## src/inc/acr_map.svh

```systemverilog
// register offsets, field positions and reset values of the clock routing block
`ifndef ACR_MAP_SVH
`define ACR_MAP_SVH
`define ACR_ADDR_RATE       7'h75
`define ACR_ADDR_ROUTE_ONE  7'h76
`define ACR_ADDR_ROUTE_TWO  7'h77
`define ACR_ADDR_REF_SEL    7'h78
`define ACR_ADDR_GATE       7'h7a
`define ACR_MASK_RATE       8'hcc
`define ACR_MASK_ROUTE_ONE  8'hff
`define ACR_MASK_ROUTE_TWO  8'h1f
`define ACR_MASK_REF_SEL    8'hc0
`define ACR_MASK_GATE       8'h27
`define ACR_RST_BYTE        8'h00
`define ACR_DAC_SEL         7:5
`define ACR_ADC_SEL         4:2
`define ACR_INT2_SEL        1:0
`define ACR_INT1_SEL        4:3
`define ACR_PLL2NET_SEL     2:1
`define ACR_PLL1NET_HALVE   0
`define ACR_REF2_BIT        7
`define ACR_REF1_BIT        6
`define ACR_RXPD_BIT        5
`define ACR_GATE1_BIT       2
`define ACR_GATE2_BIT       1
`define ACR_GATE3_BIT       0
`define ACR_RATE2           7:6
`define ACR_RATE1           3:2
`define ACR_RATE_RSVD       2'b01
`define ACR_NUM_CH          8
`define ACR_NUM_SRC         7
`define ACR_CH_DAC          0
`define ACR_CH_ADC          1
`define ACR_CH_INT1         2
`define ACR_CH_INT2         3
`define ACR_CH_PLL1NET      4
`define ACR_CH_PLL2NET      5
`define ACR_CH_REF1         6
`define ACR_CH_REF2         7
`endif

```

## src/inc/acr_pkg.sv

```systemverilog
// types shared by the clock routing block
package acr_pkg;
  typedef logic [7:0] acr_byte_t;
  typedef logic [6:0] acr_addr_t;
  typedef enum logic [1:0] {
    ACR_ST_RUN  = 2'b01,
    ACR_ST_PARK = 2'b10
  } acr_mux_state_t;
  typedef enum logic [1:0] {
    ACR_RATE_48K  = 2'b00,
    ACR_RATE_32K  = 2'b10,
    ACR_RATE_44K1 = 2'b11
  } acr_rate_t;
endpackage

```

## src/inc/acr_sel_if.sv

```systemverilog
// select, sources and output of one glitch free clock multiplexer
`timescale 1ns/100ps
interface acr_sel_if;
  logic [2:0] sel;
  logic [7:0] src;
  logic       out;
  logic       busy;
  logic [2:0] active;
  modport mux  (input sel, input src, output out, output busy, output active);
  modport user (output sel, output src, input out, input busy, input active);
endinterface // acr_sel_if

```

## src/logic/acr_glitch_mux.sv

```systemverilog
// glitch free eight way clock multiplexer sampled on the system clock
`timescale 1ns/100ps
module acr_glitch_mux (
  input  wire logic clk_sys,
  input  wire logic reset,
  acr_sel_if.mux    lnk
);
  import acr_pkg::*;

  acr_mux_state_t st_q;
  acr_mux_state_t st_d;
  logic [2:0]     cur_q;
  logic           out_q;
  logic           cur_level;
  logic           want_move;

  assign cur_level = lnk.src[cur_q];
  assign want_move = (lnk.sel != cur_q) && !cur_level;

  always_comb begin
    case (st_q)
      ACR_ST_RUN:  st_d = want_move ? ACR_ST_PARK : ACR_ST_RUN;
      ACR_ST_PARK: st_d = (lnk.sel == cur_q && !cur_level) ? ACR_ST_RUN : ACR_ST_PARK;
      default:     st_d = ACR_ST_RUN;
    endcase
  end

  // old source parked low, new one taken on its low phase
  always_ff @(posedge clk_sys or posedge reset) begin
    if (reset) begin
      st_q  <= ACR_ST_RUN;
      cur_q <= 3'h0;
      out_q <= 1'b0;
    end else begin
      st_q  <= st_d;
      cur_q <= (st_d == ACR_ST_PARK) ? lnk.sel : cur_q;
      out_q <= (st_d == ACR_ST_RUN) && cur_level;
    end
  end

  assign lnk.out    = out_q;
  assign lnk.busy   = (st_q == ACR_ST_PARK);
  assign lnk.active = cur_q;
endmodule // acr_glitch_mux

```

## src/logic/acr_clock_route.sv

```systemverilog
// audio clock routing: control registers, source muxes, pll nets and clock gates
// Overview of operation
// - dac select: xtal, mclk, pll nets, receiver
// - adc select uses the dac encoding
// - second internal clock picks four sources
// - first internal clock select in bits 4:3
// - second pll net: rate two or three, halved
// - first pll net: rate one or halved
// - bit 7 picks second pll reference
// - bit 6 picks first pll reference
// - power down bit stops the receiver
// - first system clock out enabled when zero
// - second system clock out enabled when zero
// - third system clock out enabled when zero
// - first pll rate field, 01 reserved
// - second pll rate field, same encoding
`timescale 1ns/100ps
`include "acr_map.svh"
module acr_clock_route (
  input  wire logic              clk_sys,
  input  wire logic              reset,
  input  wire acr_pkg::acr_addr_t reg_addr,
  input  wire acr_pkg::acr_byte_t reg_wdata,
  input  wire logic              reg_wr_en,
  input  wire logic              reg_rd_en,
  output acr_pkg::acr_byte_t     reg_rdata,
  input  wire logic              crystal_clock_input,
  input  wire logic              master_clock_input,
  input  wire logic              first_pll_rate_output,
  input  wire logic              second_pll_rate_output,
  input  wire logic              third_rate_output,
  input  wire logic              receiver_clock_512,
  input  wire logic              receiver_clock_256,
  output logic                   dac_clock,
  output logic                   adc_clock,
  output logic                   first_internal_clock,
  output logic                   second_internal_clock,
  output logic                   first_internal_pll_clock,
  output logic                   second_internal_pll_clock,
  output logic                   first_pll_reference,
  output logic                   second_pll_reference,
  output acr_pkg::acr_rate_t     first_pll_rate_field,
  output acr_pkg::acr_rate_t     second_pll_rate_field,
  output logic                   receiver_power_down,
  output logic                   system_clock_out_one,
  output logic                   system_clock_out_one_oe,
  output logic                   system_clock_out_two,
  output logic                   system_clock_out_two_oe,
  output logic                   system_clock_out_three,
  output logic                   system_clock_out_three_oe
);
  import acr_pkg::*;

  ////////////////////////////////////////////////////////////////////////////
  // input synchronisers

  logic [`ACR_NUM_SRC-1:0] raw_w;
  logic [`ACR_NUM_SRC-1:0] meta_q;
  logic [`ACR_NUM_SRC-1:0] sync_q;
  logic                    xtal_s;
  logic                    mclk_s;
  logic                    rate1_s;
  logic                    rate2_s;
  logic                    rate3_s;
  logic                    rx512_s;
  logic                    rx256_s;

  assign raw_w = {receiver_clock_256, receiver_clock_512, third_rate_output,
                  second_pll_rate_output, first_pll_rate_output,
                  master_clock_input, crystal_clock_input};

  always_ff @(posedge clk_sys or posedge reset) begin
    if (reset) begin
      meta_q <= '0;
      sync_q <= '0;
    end else begin
      meta_q <= raw_w;
      sync_q <= meta_q;
    end
  end

  assign {rx256_s, rx512_s, rate3_s, rate2_s, rate1_s, mclk_s, xtal_s} = sync_q;

  ////////////////////////////////////////////////////////////////////////////
  // halved rate outputs

  logic [2:0] rate_now;
  logic [2:0] rate_old_q;
  logic [2:0] half_q;
  logic [2:0] rate_rise;

  assign rate_now  = {rate3_s, rate2_s, rate1_s};
  assign rate_rise = rate_now & ~rate_old_q;

  always_ff @(posedge clk_sys or posedge reset) begin
    if (reset) begin
      rate_old_q <= 3'h0;
      half_q     <= 3'h0;
    end else begin
      rate_old_q <= rate_now;
      half_q     <= half_q ^ rate_rise;
    end
  end

  ////////////////////////////////////////////////////////////////////////////
  // control registers

  acr_byte_t route_one_q;
  acr_byte_t route_two_q;
  acr_byte_t ref_sel_q;
  acr_byte_t gate_q;
  acr_byte_t rate_q;
  acr_byte_t rdata_q;
  acr_byte_t rd_mux;
  acr_byte_t rate_wr;
  logic      wr_one;
  logic      wr_two;
  logic      wr_ref;
  logic      wr_gate;
  logic      wr_rate;
  logic      rsv1;
  logic      rsv2;

  assign wr_one  = reg_wr_en && (reg_addr == `ACR_ADDR_ROUTE_ONE);
  assign wr_two  = reg_wr_en && (reg_addr == `ACR_ADDR_ROUTE_TWO);
  assign wr_ref  = reg_wr_en && (reg_addr == `ACR_ADDR_REF_SEL);
  assign wr_gate = reg_wr_en && (reg_addr == `ACR_ADDR_GATE);
  assign wr_rate = reg_wr_en && (reg_addr == `ACR_ADDR_RATE);
  assign rsv1    = (reg_wdata[`ACR_RATE1] == `ACR_RATE_RSVD);
  assign rsv2    = (reg_wdata[`ACR_RATE2] == `ACR_RATE_RSVD);
  // reserved rate code leaves the field as it was
  assign rate_wr = ({rsv2 ? rate_q[`ACR_RATE2] : reg_wdata[`ACR_RATE2], 2'b00,
                     rsv1 ? rate_q[`ACR_RATE1] : reg_wdata[`ACR_RATE1], 2'b00})
                   & `ACR_MASK_RATE;

  assign rd_mux = (reg_addr == `ACR_ADDR_ROUTE_ONE) ? route_one_q :
                  (reg_addr == `ACR_ADDR_ROUTE_TWO) ? route_two_q :
                  (reg_addr == `ACR_ADDR_REF_SEL)   ? ref_sel_q   :
                  (reg_addr == `ACR_ADDR_GATE)      ? gate_q      :
                  (reg_addr == `ACR_ADDR_RATE)      ? rate_q      : `ACR_RST_BYTE;

  always_ff @(posedge clk_sys or posedge reset) begin
    if (reset) begin
      route_one_q <= `ACR_RST_BYTE;
      route_two_q <= `ACR_RST_BYTE;
      ref_sel_q   <= `ACR_RST_BYTE;
      gate_q      <= `ACR_RST_BYTE;
      rate_q      <= `ACR_RST_BYTE;
      rdata_q     <= `ACR_RST_BYTE;
    end else begin
      if (wr_one)  route_one_q <= reg_wdata & `ACR_MASK_ROUTE_ONE;
      if (wr_two)  route_two_q <= reg_wdata & `ACR_MASK_ROUTE_TWO;
      if (wr_ref)  ref_sel_q   <= reg_wdata & `ACR_MASK_REF_SEL;
      if (wr_gate) gate_q      <= reg_wdata & `ACR_MASK_GATE;
      if (wr_rate) rate_q      <= rate_wr;
      rdata_q <= reg_rd_en ? rd_mux : `ACR_RST_BYTE;
    end
  end

  assign reg_rdata             = rdata_q;
  assign receiver_power_down   = gate_q[`ACR_RXPD_BIT];
  assign first_pll_rate_field  = acr_rate_t'(rate_q[`ACR_RATE1]);
  assign second_pll_rate_field = acr_rate_t'(rate_q[`ACR_RATE2]);

  ////////////////////////////////////////////////////////////////////////////
  // clock multiplexers

  logic [2:0] ch_sel [`ACR_NUM_CH];
  logic [7:0] ch_src [`ACR_NUM_CH];
  logic       ch_out [`ACR_NUM_CH];
  logic [7:0] four_way;

  assign four_way = {4'h0, ch_out[`ACR_CH_PLL2NET], ch_out[`ACR_CH_PLL1NET], mclk_s, xtal_s};

  assign ch_sel[`ACR_CH_DAC]     = route_one_q[`ACR_DAC_SEL];
  assign ch_src[`ACR_CH_DAC]     = {xtal_s, xtal_s, rx256_s, rx512_s, four_way[3:0]};
  assign ch_sel[`ACR_CH_ADC]     = route_one_q[`ACR_ADC_SEL];
  assign ch_src[`ACR_CH_ADC]     = {xtal_s, xtal_s, rx256_s, rx512_s, four_way[3:0]};
  assign ch_sel[`ACR_CH_INT1]    = {1'b0, route_two_q[`ACR_INT1_SEL]};
  assign ch_src[`ACR_CH_INT1]    = four_way;
  assign ch_sel[`ACR_CH_INT2]    = {1'b0, route_one_q[`ACR_INT2_SEL]};
  assign ch_src[`ACR_CH_INT2]    = four_way;
  assign ch_sel[`ACR_CH_PLL1NET] = {2'b00, route_two_q[`ACR_PLL1NET_HALVE]};
  assign ch_src[`ACR_CH_PLL1NET] = {6'h00, half_q[0], rate1_s};
  assign ch_sel[`ACR_CH_PLL2NET] = {1'b0, route_two_q[`ACR_PLL2NET_SEL]};
  assign ch_src[`ACR_CH_PLL2NET] = {4'h0, half_q[2], rate3_s, half_q[1], rate2_s};
  assign ch_sel[`ACR_CH_REF1]    = {2'b00, ref_sel_q[`ACR_REF1_BIT]};
  assign ch_src[`ACR_CH_REF1]    = {6'h00, mclk_s, xtal_s};
  assign ch_sel[`ACR_CH_REF2]    = {2'b00, ref_sel_q[`ACR_REF2_BIT]};
  assign ch_src[`ACR_CH_REF2]    = {6'h00, mclk_s, xtal_s};

  acr_sel_if lnk [`ACR_NUM_CH] ();

  genvar g;
  generate
    for (g = 0; g < `ACR_NUM_CH; g++) begin : g_mux
      assign lnk[g].sel = ch_sel[g];
      assign lnk[g].src = ch_src[g];
      assign ch_out[g]  = lnk[g].out;
      acr_glitch_mux u_mux (
        .clk_sys (clk_sys),
        .reset   (reset),
        .lnk     (lnk[g])
      );
    end
  endgenerate

  assign dac_clock                 = ch_out[`ACR_CH_DAC];
  assign adc_clock                 = ch_out[`ACR_CH_ADC];
  assign first_internal_clock      = ch_out[`ACR_CH_INT1];
  assign second_internal_clock     = ch_out[`ACR_CH_INT2];
  assign first_internal_pll_clock  = ch_out[`ACR_CH_PLL1NET];
  assign second_internal_pll_clock = ch_out[`ACR_CH_PLL2NET];
  assign first_pll_reference       = ch_out[`ACR_CH_REF1];
  assign second_pll_reference      = ch_out[`ACR_CH_REF2];

  ////////////////////////////////////////////////////////////////////////////
  // system clock output gates

  logic [2:0] sys_src;
  logic [2:0] sys_off;
  logic [2:0] sys_en_q;
  logic [2:0] sys_out_q;

  assign sys_src = {rate3_s, ch_out[`ACR_CH_PLL2NET], ch_out[`ACR_CH_PLL1NET]};
  assign sys_off = {gate_q[`ACR_GATE3_BIT], gate_q[`ACR_GATE2_BIT], gate_q[`ACR_GATE1_BIT]};

  generate
    for (g = 0; g < 3; g++) begin : g_gate
      // enable changes only while the source is low
      always_ff @(posedge clk_sys or posedge reset) begin
        if (reset) begin
          sys_en_q[g]  <= 1'b0;
          sys_out_q[g] <= 1'b0;
        end else begin
          if (!sys_src[g]) sys_en_q[g] <= !sys_off[g];
          sys_out_q[g] <= sys_src[g] && sys_en_q[g];
        end
      end

    end
  endgenerate

  assign system_clock_out_one      = sys_out_q[0];
  assign system_clock_out_one_oe   = sys_en_q[0];
  assign system_clock_out_two      = sys_out_q[1];
  assign system_clock_out_two_oe   = sys_en_q[1];
  assign system_clock_out_three    = sys_out_q[2];
  assign system_clock_out_three_oe = sys_en_q[2];
endmodule // acr_clock_route

```

## config.mk

```make
export PLATFORM = sky130hd
export DESIGN_NAME = acr_clock_route
export DESIGN_NICKNAME = d
export VERILOG_FILES = /design/src/inc/acr_pkg.sv /design/src/inc/acr_sel_if.sv /design/src/logic/acr_glitch_mux.sv /design/src/logic/acr_clock_route.sv
export VERILOG_INCLUDE_DIRS = /design/src /design/src/inc
export SDC_FILE = /design/constraint.sdc
export NUM_CORES = 1
export LEC_CHECK = 0
export BUFFER_PORTS_ARGS = -buffer_cell sky130_fd_sc_hd__buf_2
export CAP_MARGIN = 0
export CORE_MARGIN = 4
export CORE_UTILIZATION = 45
export CTS_CLUSTER_DIAMETER = 30
export DETAILED_ROUTE_END_ITERATION = 16
export GPL_ROUTABILITY_DRIVEN = 0
export GPL_TIMING_DRIVEN = 0
export PLACE_DENSITY = 0.67
export REMOVE_ABC_BUFFERS = 1
export SYNTH_ARGS = -nofsm -noshare
export SYNTH_HDL_FRONTEND = slang
export SYNTH_SLANG_ARGS = --single-unit
```

## constraint.sdc

```tcl
create_clock -name clk_sys -period 2.5 [get_ports clk_sys]
set_clock_uncertainty 0.1 [all_clocks]
set_input_delay 0.125 -clock clk_sys [delete_from_list [all_inputs] [get_ports clk_sys]]
set_output_delay 0.125 -clock clk_sys [all_outputs]
set_load 0.05 [all_outputs]
```

==> metrics.log <==
[metrics] most instantiated library cell after synthesis: sky130_fd_sc_hd__dfrtp_1
[metrics] highest-delay cell along the critical path: sky130_fd_sc_hd__dfrtp_1
[metrics] VDD IR-drop max: 0.441 mV
[metrics] hold path start: reg_addr[0]
[metrics] total track usage: 0.158
[metrics] largest family of logic cells by synthesized area: multiplexers
[metrics] metal1 wirelength: 3.79 mm
[metrics] capture instance of the worst register-to-register path: g_mux[1].u_mux.lnk.active[2]$_DFFE_PP0N_
[metrics] initial detailed-routing violation count: 75
[metrics] top metal layer carrying routed signals: met4
[metrics] total of endpoints with negative setup slack in the final report: 0
[metrics] adder and majority gate portion of the synthesized area: 0.0457
[metrics] Reg power frac: 0.420
[metrics] met3 layer wire length in the routed design: 280 um
[metrics] Cell Rows: 35
[metrics] final count of pins violating max slew: 0
[metrics] flop-to-flop setup slack: 0.39 ns
[metrics] TritonCTS clock tree: done
[metrics] cell taking the most area after synthesis: sky130_fd_sc_hd__dfrtp_1
[metrics] sum of buffers and inverters on the critical path: 0
[metrics] largest net degree at the start of global routing: 73
[metrics] cells after synthesis: 367
[metrics] vias in the first global route: 2948
[metrics] Commonest cells post-synth: sky130_fd_sc_hd__dfrtp_1 (88), sky130_fd_sc_hd__inv_1 (34), sky130_fd_sc_hd__a21oi_1 (30), sky130_fd_sc_hd__mux2_1 (28), sky130_fd_sc_hd__nor2_1 (23)
[metrics] Worst slew margin: 0.493
[metrics] Port Buf Inserts: 52
[metrics] starting density of the core: 0.468
[metrics] clock period minus final worst setup slack: 2.11 ns
[metrics] Cell Chain, Critical Path: mux2_1 > a22oi_2 > o211ai_1 > a221o_1 > mux2_1
[metrics] multiplexer fraction of the synthesized cell area: 0.131
[metrics] number of flops mapped to enable cells by yosys: 0
[metrics] relative contribution of the clock network to total power: 0.221
[metrics] fraction of the yosys area taken by sequential cells: 0.550
[metrics] Yosys warning total: 0
[metrics] Min-Delay Path Class: in -> reg
[metrics] unrepaired setup endpoints after global routing: no
[metrics] final critical-path share of the clock period: 0.844
[metrics] diode insertion count for antenna repair: 0
[metrics] summed area of non-filler cells in the final layout: 0.00525 sq mm
[metrics] clock edge transition at the registers on the reported setup and hold paths: 0.09 ns
[metrics] prevailing post-synth register cell: sky130_fd_sc_hd__dfrtp_1
[metrics] WP data required: 2.65 ns
[metrics] Clk Latency, worst-skew pair: 0.36 ns
[metrics] WHS Path Cells: 2
[metrics] global-route wire length before repair: 14.2 mm
[metrics] Core Footprint: 0.00937 sq mm
[metrics] top cell family by delay on the critical path: compound AO/OA/AOI/OAI gates
[metrics] I/O Pins: 53
[metrics] endpoint kind of the worst setup timing path: flop
[metrics] run status: finished clean
[metrics] part of the total power dissipated in combinational logic: 0.359
[metrics] most common cell type on the critical path: sky130_fd_sc_hd__mux2_1
[metrics] flop and latch count out of synthesis: 96
[metrics] synthesized-area fraction occupied by and/or/nand/nor cells: 0.0882
[metrics] met2 WL post-DR: 4.22 mm
[metrics] Cell variety after synth: 42
[metrics] 1st-pass router iterations: 5
[metrics] maximum fanout along the worst path: 7
[metrics] Post-route DRC: 0
[metrics] number of vias per cell: 4.98
[metrics] number of buffers inserted during clock tree synthesis: 9
[metrics] launch point of the worst reg-to-reg path: g_mux[5].u_mux.lnk.out$_DFF_PP0_
[metrics] overall overflow remaining after global route: 0
[metrics] P_leak: 2.54 nW
[metrics] share of the synthesized area in the top cell type: 0.502
[metrics] crit path launch type: flop
[metrics] share of async-settable or async-resettable flops after synthesis: 1.00
[metrics] average size of a mapped cell: 11.9 sq um
[metrics] Die Y-Extent: 107 um
[metrics] area fraction in compound gates after synthesis: 0.116
[metrics] number of gates given a new drive strength after cts: 0
[metrics] number of nets at the end of the flow: 490
[metrics] net load switching power: 1.84 mW
[metrics] xor/xnor cell area share of the yosys netlist: 0.0360
[metrics] delay of the slowest critical-path stage: 0.49 ns
[metrics] arrival time at the worst endpoint: 2.26 ns
[metrics] total routed wirelength: 8.41 mm
[metrics] netlist area before placement: 0.00438 sq mm
[metrics] ratio of cells with drive above 1 in the final layout: 0.214
[metrics] detailed-route via count: 2898
[metrics] detailed placer's ending HPWL: 6.15 mm
[metrics] antenna violations before repair: 0
[metrics] final hold viol count: 0
[metrics] H-tree level count: 3
[metrics] clock buffer depth: 2
[metrics] horizontal die dimension: 107 um
[metrics] Hold Crit Endpoint: reg_rdata[5]$_DFF_PP0_
[metrics] achievable frequency: 0.474 GHz
[metrics] Critical Setup Path Class: reg -> reg
[metrics] cell-internal power: 3.28 mW
[metrics] total placed instance area: 0.00483 sq mm
[metrics] number of cells on the worst reg-to-reg path: 5
[metrics] PwrDens: 977 mW/mm^2
[metrics] area enclosed by the die boundary: 0.0114 sq mm
[metrics] routed length per instance: 14.5 um
[metrics] cell types with the largest area share after synthesis: sky130_fd_sc_hd__dfrtp_1 (50%), sky130_fd_sc_hd__mux2_1 (7.2%), sky130_fd_sc_hd__dfstp_2 (4.8%), sky130_fd_sc_hd__ha_1 (4.6%), sky130_fd_sc_hd__a21oi_1 (3.4%)
[metrics] Max-Cap Viols: 0
[metrics] cell depth of the worst setup path: 5
[metrics] post-synthesis to final-layout area growth: 19.7%
[metrics] setup TNS after final layout: 0 ns
[metrics] sw frac: 0.360
[metrics] post-route antenna net violation count: 0
[metrics] Filler cells: 828
[metrics] root buffer cell: sky130_fd_sc_hd__clkbuf_8
[metrics] Sink Count: 96
[metrics] Worst Tran Pin Value: 0.756 ns
[sequential cells by signal, indices dropped and copies added, names as in the netlist, 2 cells and up]
| signal | count |
|---|---|
| rate_q | 4 |
| reg_rdata | 8 |
| gate_q | 4 |
| half_q | 3 |
| rate_old_q | 3 |
| route_one_q | 8 |
| sync_q | 7 |
| ref_sel_q | 2 |
| meta_q | 7 |
| g_mux.u_mux.st_q | 16 |
| route_two_q | 5 |
| g_mux.u_mux.lnk.active | 15 |
| g_mux.u_mux.lnk.out | 8 |
[how the worst max path moves through the flow]
stage,to,from
6_report,g_mux[1].u_mux.lnk.active[2]$_DFFE_PP0N_,g_mux[5].u_mux.lnk.out$_DFF_PP0_
5_1_grt,g_mux[0].u_mux.lnk.active[0]$_DFFE_PP0N_,g_mux[5].u_mux.lnk.out$_DFF_PP0_
4_1_cts,g_mux[0].u_mux.lnk.active[2]$_DFFE_PP0N_,g_mux[5].u_mux.lnk.out$_DFF_PP0_
3_5_place_dp,g_mux[0].u_mux.lnk.active[2]$_DFFE_PP0N_,g_mux[5].u_mux.lnk.out$_DFF_PP0_
3_3_place_gp,g_mux[2].u_mux.lnk.out$_DFF_PP0_,reset
2_1_floorplan,g_mux[0].u_mux.lnk.active[0]$_DFFE_PP0N_,reset
[placed cells by master (no fill, tap or decap), types with 3 or more instances in the layout]
cell type | netlist | routed
sky130_fd_sc_hd__dfrtp_1 | 88 | 88
sky130_fd_sc_hd__buf_2 | 0 | 52
sky130_fd_sc_hd__inv_1 | 34 | 33
sky130_fd_sc_hd__a21oi_1 | 30 | 30
sky130_fd_sc_hd__mux2_1 | 28 | 28
sky130_fd_sc_hd__nor2_1 | 23 | 23
sky130_fd_sc_hd__dlygate4sd3_1 | 0 | 19
sky130_fd_sc_hd__ha_1 | 16 | 16
sky130_fd_sc_hd__nor2b_1 | 15 | 15
sky130_fd_sc_hd__xnor2_1 | 12 | 12
sky130_fd_sc_hd__clkbuf_8 | 0 | 10
sky130_fd_sc_hd__mux2i_1 | 9 | 9
sky130_fd_sc_hd__mux2_2 | 9 | 9
sky130_fd_sc_hd__o21bai_1 | 8 | 8
sky130_fd_sc_hd__o21ai_0 | 8 | 8
sky130_fd_sc_hd__nand2_1 | 8 | 8
sky130_fd_sc_hd__dfstp_2 | 8 | 8
sky130_fd_sc_hd__xor2_1 | 6 | 6
sky130_fd_sc_hd__a211oi_1 | 5 | 5
sky130_fd_sc_hd__nand2b_1 | 5 | 5
sky130_fd_sc_hd__nand3_1 | 5 | 5
sky130_fd_sc_hd__and2_1 | 5 | 5
sky130_fd_sc_hd__a221oi_1 | 4 | 4
sky130_fd_sc_hd__mux4_2 | 3 | 3
sky130_fd_sc_hd__inv_2 | 3 | 3
sky130_fd_sc_hd__a31o_1 | 3 | 3
sky130_fd_sc_hd__a211o_1 | 3 | 3
sky130_fd_sc_hd__nor3_1 | 3 | 3
[metrics by stage]
step	total power [mW]	setup slack (ns)	hold WS [ns]	util	std cells
floorplan	3.61	-0.217	0.0564	-	365
global placement	3.94	-1.33	0.134	0.512	546
detailed placement	4.01	0.398	0.0252	0.515	547
CTS	5.19	0.372	0.00196	0.560	582
global route	5.49	0.277	0.00324	0.560	582
finish	5.13	0.390	0.0191	0.560	582
[power groups by stage]
stage	combinational (mW)	sequential (mW)	clock [mW]
finish	1.84	2.15	1.13
global route	2.05	2.21	1.24
CTS	1.86	2.16	1.17
detailed placement	1.82	2.19	0
global placement	1.77	2.18	0
floorplan	1.19	2.43	0
[logic make-up after synthesis]
group / count (synthesis)
fa+ha+maj: 16
xor+xnor: 18
mux: 49
compound gates: 76
simple gates: 73
flops: 96
buf+inv: 39
[routing by layer]
metal,track usage,vias to the layer above
met3,0.0277,11
li1,-,1441
met2,0.267,41
met4,0.0575,0
met1,0.206,1405
met5,0,-
[cell type report]
cell class	count	area [sq um]	area share
Timing Repair Buffer	72	478	0.0911
Sequential cell	96	2410	0.460
Multi-Input combinational cell	232	1830	0.348
Tap cell	129	161	0.0308
Inverter	37	141	0.0269
Clock inverter	6	90.1	0.0172
Clock buffer	10	138	0.0262
[repair_timing]
action                                 4_1_cts  5_1_grt
setup buffers                                0        0
hold buffers                                19        0
endpoints found under the hold margin       58        0
(Power assumes the default switching activity.)
